`config.mk`:
```
export PLATFORM = sky130hd
export DESIGN_NAME = serial_clock_gen
export DESIGN_NICKNAME = d
export VERILOG_FILES = /design/src/core/clkgen_pkg.sv /design/src/core/serial_clock_gen.sv
export SDC_FILE = /design/constraint.sdc
export NUM_CORES = 1
export LEC_CHECK = 0
export BUFFER_PORTS_ARGS = -buffer_cell sky130_fd_sc_hd__buf_4
export CORE_UTILIZATION = 57
export CTS_BUF_LIST = sky130_fd_sc_hd__clkbuf_4 sky130_fd_sc_hd__clkbuf_8 sky130_fd_sc_hd__clkbuf_16
export DETAILED_ROUTE_END_ITERATION = 8
export PLACE_DENSITY_LB_ADDON = 0.2
export SKIP_CTS_REPAIR_TIMING = 1
export SYNTH_ARGS = -nofsm -noshare
export SYNTH_HDL_FRONTEND = slang
export SYNTH_SLANG_ARGS = --single-unit
```
`constraint.sdc`:
```
create_clock -name sys_clk -period 4.15 [get_ports sys_clk]
set_input_delay 0.2075 -clock sys_clk [delete_from_list [all_inputs] [get_ports sys_clk]]
set_output_delay 0.2075 -clock sys_clk [all_outputs]
set_load 0.05 [all_outputs]
```
`src/core/clkgen_pkg.sv`:
```
// Package with register map, field positions, reset values and mode codes for the serial clock generator
package clkgen_pkg;
    localparam logic [3:0] ADDR_DIVISOR_LOW = 4'h0;
    localparam logic [3:0] ADDR_DIVISOR_HIGH = 4'h4;
    localparam logic [3:0] ADDR_CONTROL = 4'h8;
    localparam logic [3:0] ADDR_STATUS = 4'hC;
    localparam int CTRL_SYNC_MODE_BIT = 0;
    localparam int CTRL_DOUBLE_SPEED_BIT = 1;
    localparam int CTRL_PIN_DIR_BIT = 2;
    localparam int CTRL_POLARITY_BIT = 3;
    localparam int CTRL_POWER_GATE_BIT = 4;
    localparam logic [4:0] CTRL_RESET = 5'h10;
    localparam logic [11:0] DIVISOR_RESET = 12'h000;
    localparam int DIVISOR_WIDTH = 12;
    localparam logic [3:0] FACTOR_NORMAL = 4'hF;
    localparam logic [3:0] FACTOR_DOUBLE = 4'h7;
    localparam logic [3:0] FACTOR_SYNC = 4'h1;
    localparam int SYSCLK_HZ = 25000000;
    typedef enum logic [1:0] {
        MODE_ASYNC_NORMAL = 2'h0,
        MODE_ASYNC_DOUBLE = 2'h1,
        MODE_SYNC_MASTER = 2'h3,
        MODE_SYNC_SLAVE = 2'h2
    } clk_mode_e;
endpackage

```
`src/core/serial_clock_gen.sv`:
```
// Clock generator for a serial transceiver: baud counter, mode dividers, transfer clock pin, Wishbone registers
//
// Chosen here: the register offsets and the Wishbone slave port.
`timescale 1ns/1ps
`default_nettype none
module serial_clock_gen (
    input wire logic sys_clk,
    input wire logic rst,
    input wire logic clk_en,
    input wire logic [3:0] wb_adr_i,
    input wire logic [31:0] wb_dat_i,
    output logic [31:0] wb_dat_o,
    input wire logic wb_we_i,
    input wire logic [3:0] wb_sel_i,
    input wire logic wb_cyc_i,
    input wire logic wb_stb_i,
    output logic wb_ack_o,
    output logic wb_err_o,
    input wire logic xfer_clk_i,
    output logic xfer_clk_o,
    output logic xfer_clk_oe_n,
    output logic tx_clk_en,
    output logic rx_base_tick,
    output logic [3:0] rx_state_count_m1,
    output logic data_change_en,
    output logic data_sample_en
);
    logic [11:0] divisor_r, divisor_nxt;
    logic [4:0] ctrl_r, ctrl_nxt;
    logic [11:0] count_r, count_nxt;
    logic [3:0] prescale_r, prescale_nxt;
    logic [31:0] rdata_r, rdata_nxt;
    logic ack_r, ack_nxt, err_r, err_nxt;
    logic sync1_r, sync2_r, sync3_r;
    logic pin_r, pin_nxt, oe_n_r, oe_n_nxt;
    logic txclk_r, txclk_nxt, rxtick_r, rxtick_nxt;
    logic change_r, change_nxt, sample_r, sample_nxt;
    logic [3:0] states_r, states_nxt;
    logic bus_req, bus_wr, wr_low, wr_high, wr_ctrl, enabled, baud_tick;
    logic ext_rise, ext_fall, int_rise, int_fall;
    clkgen_pkg::clk_mode_e mode;

    function automatic logic [3:0] mode_factor_m1(input clkgen_pkg::clk_mode_e m);
        unique case (m)
            clkgen_pkg::MODE_ASYNC_NORMAL: mode_factor_m1 = clkgen_pkg::FACTOR_NORMAL;
            clkgen_pkg::MODE_ASYNC_DOUBLE: mode_factor_m1 = clkgen_pkg::FACTOR_DOUBLE;
            clkgen_pkg::MODE_SYNC_MASTER, clkgen_pkg::MODE_SYNC_SLAVE: mode_factor_m1 = clkgen_pkg::FACTOR_SYNC;
        endcase
    endfunction

    always_comb begin
        // Double speed is ignored once sync mode is chosen
        if (!ctrl_r[clkgen_pkg::CTRL_SYNC_MODE_BIT]) begin
            mode = ctrl_r[clkgen_pkg::CTRL_DOUBLE_SPEED_BIT] ? clkgen_pkg::MODE_ASYNC_DOUBLE
                                                             : clkgen_pkg::MODE_ASYNC_NORMAL;
        end else begin
            mode = ctrl_r[clkgen_pkg::CTRL_PIN_DIR_BIT] ? clkgen_pkg::MODE_SYNC_MASTER
                                                        : clkgen_pkg::MODE_SYNC_SLAVE;
        end
    end

    function automatic logic write_hit(input logic req, input logic [3:0] adr, input logic [3:0] target);
        write_hit = req && adr == target;
    endfunction

    assign enabled = !ctrl_r[clkgen_pkg::CTRL_POWER_GATE_BIT];
    assign bus_req = wb_cyc_i && wb_stb_i && !ack_r && !err_r;
    // Only the low byte lane carries writable register bits, so sel[0] alone gates a write
    assign bus_wr = bus_req && wb_we_i && wb_sel_i[0];
    assign wr_low = write_hit(bus_wr, wb_adr_i, clkgen_pkg::ADDR_DIVISOR_LOW);
    assign wr_high = write_hit(bus_wr, wb_adr_i, clkgen_pkg::ADDR_DIVISOR_HIGH);
    assign wr_ctrl = write_hit(bus_wr, wb_adr_i, clkgen_pkg::ADDR_CONTROL);

    always_comb begin
        divisor_nxt = divisor_r;
        ctrl_nxt = ctrl_r;
        rdata_nxt = rdata_r;
        ack_nxt = 1'b0;
        err_nxt = 1'b0;
        if (wr_low) begin
            divisor_nxt[7:0] = wb_dat_i[7:0];
        end
        if (wr_high) begin
            divisor_nxt[11:8] = wb_dat_i[3:0];
        end
        if (wr_ctrl) begin
            ctrl_nxt = wb_dat_i[4:0];
        end
        if (bus_req) begin
            ack_nxt = 1'b1;
            rdata_nxt = 32'h0000_0000;
            unique case (wb_adr_i)
                clkgen_pkg::ADDR_DIVISOR_LOW: rdata_nxt[7:0] = divisor_r[7:0];
                clkgen_pkg::ADDR_DIVISOR_HIGH: rdata_nxt[3:0] = divisor_r[11:8];
                clkgen_pkg::ADDR_CONTROL: rdata_nxt[4:0] = ctrl_r;
                clkgen_pkg::ADDR_STATUS: rdata_nxt[15:0] = {mode, prescale_r, 10'(0)} | {4'h0, count_r};
                default: begin
                    ack_nxt = 1'b0;
                    err_nxt = 1'b1;
                end
            endcase
        end
    end

    always_ff @(posedge sys_clk) begin
        if (rst) begin
            divisor_r <= clkgen_pkg::DIVISOR_RESET;
            ctrl_r <= clkgen_pkg::CTRL_RESET;
            rdata_r <= 32'h0000_0000;
            ack_r <= 1'b0;
            err_r <= 1'b0;
        end else if (clk_en) begin
            divisor_r <= divisor_nxt;
            ctrl_r <= ctrl_nxt;
            rdata_r <= rdata_nxt;
            ack_r <= ack_nxt;
            err_r <= err_nxt;
        end
    end

    // Status word puts mode in 15:14 and the prescaler in 13:10, ORed over count bits 11:10, so read it mainly as a count
    // Baud down-counter; the zero count is the tick, so the period is divisor+1
    assign baud_tick = enabled && count_r == 12'h000;

    always_comb begin
        count_nxt = count_r;
        prescale_nxt = prescale_r;
        if (!enabled) begin
            count_nxt = divisor_r;
            prescale_nxt = 4'h0;
        end else if (wr_low || baud_tick) begin
            count_nxt = wr_low ? {divisor_r[11:8], wb_dat_i[7:0]} : divisor_r;
        end else begin
            count_nxt = count_r - 12'h001;
        end
        if (enabled && baud_tick && mode != clkgen_pkg::MODE_SYNC_SLAVE) begin
            prescale_nxt = (prescale_r >= mode_factor_m1(mode)) ? 4'h0 : prescale_r + 4'h1;
        end
    end

    always_ff @(posedge sys_clk) begin
        if (rst) begin
            count_r <= 12'h000;
            prescale_r <= 4'h0;
        end else if (clk_en) begin
            count_r <= count_nxt;
            prescale_r <= prescale_nxt;
        end
    end

    // Two-stage synchroniser, third stage only for edge detection
    always_ff @(posedge sys_clk) begin
        if (rst) begin
            sync1_r <= 1'b0;
            sync2_r <= 1'b0;
            sync3_r <= 1'b0;
        end else if (clk_en) begin
            sync1_r <= xfer_clk_i;
            sync2_r <= sync1_r;
            sync3_r <= sync2_r;
        end
    end

    assign ext_rise = sync2_r && !sync3_r;
    assign ext_fall = !sync2_r && sync3_r;
    // Master pin toggles at each tick, so its period is two ticks
    assign int_rise = baud_tick && !pin_r;
    assign int_fall = baud_tick && pin_r;

    always_comb begin
        pin_nxt = pin_r;
        oe_n_nxt = 1'b1;
        txclk_nxt = 1'b0;
        rxtick_nxt = 1'b0;
        change_nxt = 1'b0;
        sample_nxt = 1'b0;
        states_nxt = mode_factor_m1(mode);
        if (enabled) begin
            unique case (mode)
                clkgen_pkg::MODE_ASYNC_NORMAL, clkgen_pkg::MODE_ASYNC_DOUBLE: begin
                    pin_nxt = 1'b0;
                    rxtick_nxt = baud_tick;
                    txclk_nxt = baud_tick && prescale_r == mode_factor_m1(mode);
                end
                clkgen_pkg::MODE_SYNC_MASTER: begin
                    oe_n_nxt = 1'b0;
                    if (baud_tick) begin
                        pin_nxt = !pin_r;
                    end
                    rxtick_nxt = baud_tick;
                    txclk_nxt = baud_tick && prescale_r == mode_factor_m1(mode);
                    change_nxt = ctrl_r[clkgen_pkg::CTRL_POLARITY_BIT] ? int_fall : int_rise;
                    sample_nxt = ctrl_r[clkgen_pkg::CTRL_POLARITY_BIT] ? int_rise : int_fall;
                end
                clkgen_pkg::MODE_SYNC_SLAVE: begin
                    pin_nxt = 1'b0;
                    rxtick_nxt = ext_rise || ext_fall;
                    txclk_nxt = ctrl_r[clkgen_pkg::CTRL_POLARITY_BIT] ? ext_fall : ext_rise;
                    change_nxt = ctrl_r[clkgen_pkg::CTRL_POLARITY_BIT] ? ext_fall : ext_rise;
                    sample_nxt = ctrl_r[clkgen_pkg::CTRL_POLARITY_BIT] ? ext_rise : ext_fall;
                end
            endcase
        end else begin
            pin_nxt = 1'b0;
        end
    end

    always_ff @(posedge sys_clk) begin
        if (rst) begin
            pin_r <= 1'b0;
            oe_n_r <= 1'b1;
            txclk_r <= 1'b0;
            rxtick_r <= 1'b0;
            change_r <= 1'b0;
            sample_r <= 1'b0;
            states_r <= clkgen_pkg::FACTOR_NORMAL;
        end else if (clk_en) begin
            pin_r <= pin_nxt;
            oe_n_r <= oe_n_nxt;
            txclk_r <= txclk_nxt;
            rxtick_r <= rxtick_nxt;
            change_r <= change_nxt;
            sample_r <= sample_nxt;
            states_r <= states_nxt;
        end
    end

    assign wb_dat_o = rdata_r;
    assign wb_ack_o = ack_r;
    assign wb_err_o = err_r;
    assign xfer_clk_o = pin_r;
    assign xfer_clk_oe_n = oe_n_r;
    assign tx_clk_en = txclk_r;
    assign rx_base_tick = rxtick_r;
    assign rx_state_count_m1 = states_r;
    assign data_change_en = change_r;
    assign data_sample_en = sample_r;

    // Checker helpers: last value loaded into the counter and cycles since that load
    logic [11:0] load_r, load_nxt, gap_r, gap_nxt;

    always_comb begin
        load_nxt = load_r;
        gap_nxt = gap_r + 12'h001;
        if (!enabled || wr_low || baud_tick) begin
            load_nxt = count_nxt;
            gap_nxt = 12'h000;
        end
    end

    always_ff @(posedge sys_clk) begin
        if (rst) begin
            load_r <= 12'h000;
            gap_r <= 12'h000;
        end else if (clk_en) begin
            load_r <= load_nxt;
            gap_r <= gap_nxt;
        end
    end
endmodule
`default_nettype wire

```
### After elaboration in Yosys (flattened, before gate mapping)

Cells that the tools add are included.

| cells by class | value |
|---|---|
| muxes and demuxes | 40 |
| bitwise gates (word level) | 1 |
| reductions and logical operators | 40 |
| equal/unequal tests | 10 |
| $lt $le $gt $ge | 1 |
| add/sub/neg operators | 2 |

Operators with widths:

| cell | number |
|---|---|
| two-way mux 4 bit | 8 |
| two-way mux 12 bit | 2 |
| two-way mux 1 bit | 18 |
| logical AND 1 bit | 17 |
| two-way mux 8 bit | 2 |
| bitwise OR 16 x 12 -> 16 bit | 1 |
| one-hot mux 4 bit (4 select lines) | 1 |
| zero test 12 bit | 1 |
| one-hot mux 4 bit (3 select lines) | 1 |
| AND reduction 2 bit | 6 |
| subtractor 12 x 1 -> 12 bit (second input constant) | 1 |
| equality test 4 bit | 2 |
| equality test 4 bit (second input constant) | 2 |
| one-hot mux 1 bit (2 select lines) | 4 |
| zero test 1 bit | 6 |
| one-hot mux 1 bit (3 select lines) | 2 |
| one-hot mux 3 bit (2 select lines) | 1 |
| OR reduction 3 bit | 2 |
| adder 4 x 1 -> 4 bit (second input constant) | 1 |
| equality test 2 bit (second input constant) | 2 |
| equality test 4 x 3 -> 1 bit (second input constant) | 1 |
| >= comparator 4 bit | 1 |
| zero test 4 bit | 1 |
| OR reduction 2 bit | 2 |
| 8 further kinds | 9 |

| storage, ports and cells | value |
|---|---|
| bits in registers | 64 |
| logic and storage cells | 112 |
| output and inout port bits | 44 |

### Depth between registers and ports, before layout

| depth | value |
|---|---|
| depth after elaboration | 11 |
| gate-level depth with buffers | 8 |

### Worst setup path after synthesis

Ideal clock, no wire load.

| timing path | value |
|---|---|
| path kind | reg2reg |
| start | reg ack_r, in the netlist wb_ack_o |
| end | reg ctrl_r[0] |
| stages on the path, launching flop included | 7 |
| arrival | 1,822 ps |
| path slack | 2,200 ps |
| clock period less this slack | 1,950 ps |
| buffers on the path | 1 |
| cells stage by stage | dfxtp_1 and4bb_2 nor4b_4 and3_1 buf_2 mux2i_1 nor2_1 |

| between the ends | value |
|---|---|
| longest elaborated chain between the ends | 7 |

Ends and longest elaborated chain:

| element | line | text |
|---|---|---|
| from (decl) | serial_clock_gen.sv:33 | `logic ack_r, ack_nxt, err_r, err_nxt;` |
| from (signal assigned) | serial_clock_gen.sv:116 | `ack_r <= ack_nxt;` |
| zero test 1 bit | serial_clock_gen.sv:67 | `assign bus_req = wb_cyc_i && wb_stb_i && !ack_r && !err_r;` |
| logical AND 1 bit (2 in a row) | serial_clock_gen.sv:67 |  |
| logical AND 1 bit (2 in a row) | serial_clock_gen.sv:69 | `assign bus_wr = bus_req && wb_we_i && wb_sel_i[0];` |
| logical AND 1 bit | serial_clock_gen.sv:63 | `write_hit = req && adr == target;` |
| AND reduction 2 bit (no source line) | n/a |  |
| to (signal assigned) | serial_clock_gen.sv:108 | `ctrl_r <= clkgen_pkg::CTRL_RESET;` |
| to (signal assigned) | serial_clock_gen.sv:114 | `ctrl_r <= ctrl_nxt;` |
| to (decl) | serial_clock_gen.sv:29 | `logic [4:0] ctrl_r, ctrl_nxt;` |

Every way passes these cells.
A chain may end at the register's enable or synchronous reset.

### Final worst setup path

| timing path | value |
|---|---|
| start | reg count_r[0] |
| end | reg prescale_r[1] |

| between the ends | value |
|---|---|
| longest elaborated chain between the ends | 6 |

Ends and longest elaborated chain:

| element | line | text |
|---|---|---|
| from (decl) | serial_clock_gen.sv:30 | `logic [11:0] count_r, count_nxt;` |
| from (signal assigned) | serial_clock_gen.sv:146 | `count_r <= count_nxt;` |
| zero test 12 bit (*) | serial_clock_gen.sv:123 | `assign baud_tick = enabled && count_r == 12'h000;` |
| logical AND 1 bit (*) | serial_clock_gen.sv:123 |  |
| logical AND 1 bit (*) (2 in a row) | serial_clock_gen.sv:136 | `if (enabled && baud_tick && mode != clkgen_pkg::MODE_SYNC_SLAVE) begin` |
| nonzero test 2 bit (no source line) | n/a |  |
| AND reduction 2 bit (no source line) | n/a |  |
| to (signal assigned) | serial_clock_gen.sv:147 | `prescale_r <= prescale_nxt;` |
| to (decl) | serial_clock_gen.sv:31 | `logic [3:0] prescale_r, prescale_nxt;` |

Mark *: on every way between the ends. The rest lies on a longest branch, timed or not.

==> run metrics <==
worst slew pin tran 0.715 ns; H-tree Lvls 3; sequential area share after synthesis 37.0%; worst setup margin 1.61 ns; DRT Pass-1 Iters 5; CP Buf/Inv Count 1; CTS root buffer clkbuf_8; initial core utilization 59.9%; Critical Path Sink Type flop; post-layout minimum cycle time 2.54 ns; Peak VDD IR 0.206 mV; status finished clean; fin nets 472; Post-Synth XOR/XNOR Area 0.783%; Max Clock Freq 0.393 GHz; synthesized area 3360 sq um; critical path's largest stage delay 0.61 ns; pwr/cell area 358 nW/um^2; synth unique cells 60; CTS Buf Count 9; Pleak 0.00160 uW; initial drt markers 237; initial antenna violation count 0; Arr. time, crit path 2.81 ns; Post-Synth Adder-Cell Area 2.98%; die area 6200 sq um; post-DR wirelength/cell 18.2 um; #FFs+latches synth 62; Final Hold Fails 0; I/O Pins 91; vias in the first global route 2861; placer congestion estimate 0.931; final max-slew violation count 0; P&R area growth vs syn 14.2%; setup slack after placement 1.69 ns; Ys Warns 0; maxcap violations 0; synthesized instance count 385; Crit path max-delay family simple AND/OR/NAND/NOR gates; design area 3830 sq um; clk_lat worst skew 0.34 ns; Port Buffer Count 46; ys flop type dfxtp_1; hold slack 0.117 ns; Vias/cell 6.23; final wirelength 8990 um; DRC 0; CP required 4.41 ns; Cell Area, Placed 3610 sq um; CP max FO 14; worst clock skew 0.0102 ns; Startpoint Class flop; Period Utilization, post-route 61.3%; Die Wd 78.7 um; Congestion Overflow GR 0; via count 3078; layout cell share with drive strength beyond 1 19.0%; syn_area_per_cell 8.72 sq um; TritonCTS clock tree yes; pin count of the biggest net entering global routing 57; EDFF count, synth 0; FP Rows 27; Simple-Gate Fraction of Synth Area 22.0%; crit-path cells inv_1 > ha_1 > nor3b_1 > nand4_1 > nor3_1 > o2111ai_1 > a21oi_1; Reg clk slew, reported paths 0.07 ns; Routed Antenna Nets 0; die height 78.7 um; RSZ-0062 raised after global routing false; compound-gate portion of the synthesized area 18.9%; GRT Overall Usage 30.4%; Ant. Diodes 0; clk sinks 62; Hold/Removal Path Class in2reg; slowest stage cell, crit path nor3_1; largest family of logic cells by synthesized area simple AND/OR/NAND/NOR gates; Setup CP Type reg2reg; buffer depth of the longest clock path 2; Core ar. 5610 sq um; ys async rst share 0%; Rel. slew slack 52.2%; hpwl dp 6060 um; setup-violating endpoint count in the final report 0; multiplexer share of the synthesized area 9.84%; setup TNS 0 ns; global-route wire length before repair 14200 um
registers in the layout (all words and copies together) (netlist names):
signal	flops
ctrl_r	5
xfer_clk_oe_n	1
data_change_en	1
sync1_r	1
count_r	12
xfer_clk_o	1
sync2_r	1
sync3_r	1
tx_clk_en	1
wb_dat_o	16
wb_ack_o	1
prescale_r	4
wb_err_o	1
data_sample_en	1
divisor_r	12
rx_state_count_m1	2
rx_base_tick	1
per-stage QoR:
step / total power, uW / util [%] / std cells
4_1_cts: 1370 / 68.4 / 494
2_1_floorplan: 753 / - / 400
3_3_place_gp: 775 / 64.4 / 478
3_5_place_dp: 779 / 64.4 / 478
6_report: 1370 / 68.4 / 494
5_1_grt: 1410 / 68.4 / 494
layout make-up:
cell class	count	area [sq um]
fillers	482	1770
well taps	72	90.1
multi-input cells	287	1890
repair buffers	46	345
inverters	11	41.3
clock inverters	4	70.1
flip-flops and latches	62	1240
clock buffers	12	153
metal layers:
metal  GRT usage [%]  part of all wire [%]
met5               0                     0
met4            16.5                   3.3
met3            6.90                   8.0
met2            47.3                    46
met1            38.9                    43
where the power goes:
group / internal [uW] / switching [uW] / leakage (uW)
clock network: 366 / 239 / 0.000117
logic: 49.6 / 111 / 0.000977
registers: 600 / 8.23 / 0.000501
worst register-to-register path, cell delays in order, from the launching register on:
cell       delay (ns)
dfxtp_1          0.37
inv_1            0.11
ha_1             0.15
nor3b_1          0.31
nand4_1          0.58
nor3_1           0.61
o2111ai_1        0.18
a21oi_1          0.16
cells by family after synthesis:
| family | count (synthesis) |
|---|---|
| other | 2 |
| adders and majority gates | 8 |
| buffers and inverters | 51 |
| xor gates and xnor gates | 3 |
| DFF | 62 |
| muxes | 28 |
| AOI/OAI and AO/OA | 97 |
| and+or+nand+nor | 134 |
cells in the mapped netlist, types with 4 or more instances:
cell type  instances  share of area, %
a211oi_1           7               1.6
a21oi_1           26               3.9
a22oi_1           10               2.2
and3_1             8               1.5
buf_2              4              0.60
buf_4             20               4.5
clkbuf_1          14               1.6
dfxtp_1           62                37
ha_1               8               3.0
inv_1             10               1.1
mux2i_1           24               7.2
mux4_2             4               2.7
nand2_1           34               3.8
nand3_1            7               1.0
nor2_1            45               5.0
nor2b_1            5              0.93
nor3_1             6              0.89
o211ai_1           6               1.3
o21ai_0           15               2.2
o22ai_1            8               1.5
o32ai_1            5               1.3
layout by cell type (no fill, tap or decap), drive strengths merged, types with 12 or more instances in the layout:
cell / instances
o21ai: 15
clkbuf: 12
conb: 17
mux2i: 24
dfxtp: 62
nand2: 35
a21oi: 26
nor2: 45
buf: 46
worst paths after layout:
path | start | to | slack [ns] | cells past startpoint
worst max register to register | count_r[0] | prescale_r[1] | 1.61 | 7
worst max-delay path | count_r[0] | prescale_r[1] | 1.61 | 7
worst min-delay path | wb_dat_i[4] | ctrl_r[4] | 0.12 | 3
worst min register to register | wb_dat_o[11] | wb_dat_o[11] | 0.45 | 2
(Power assumes the default switching activity.)
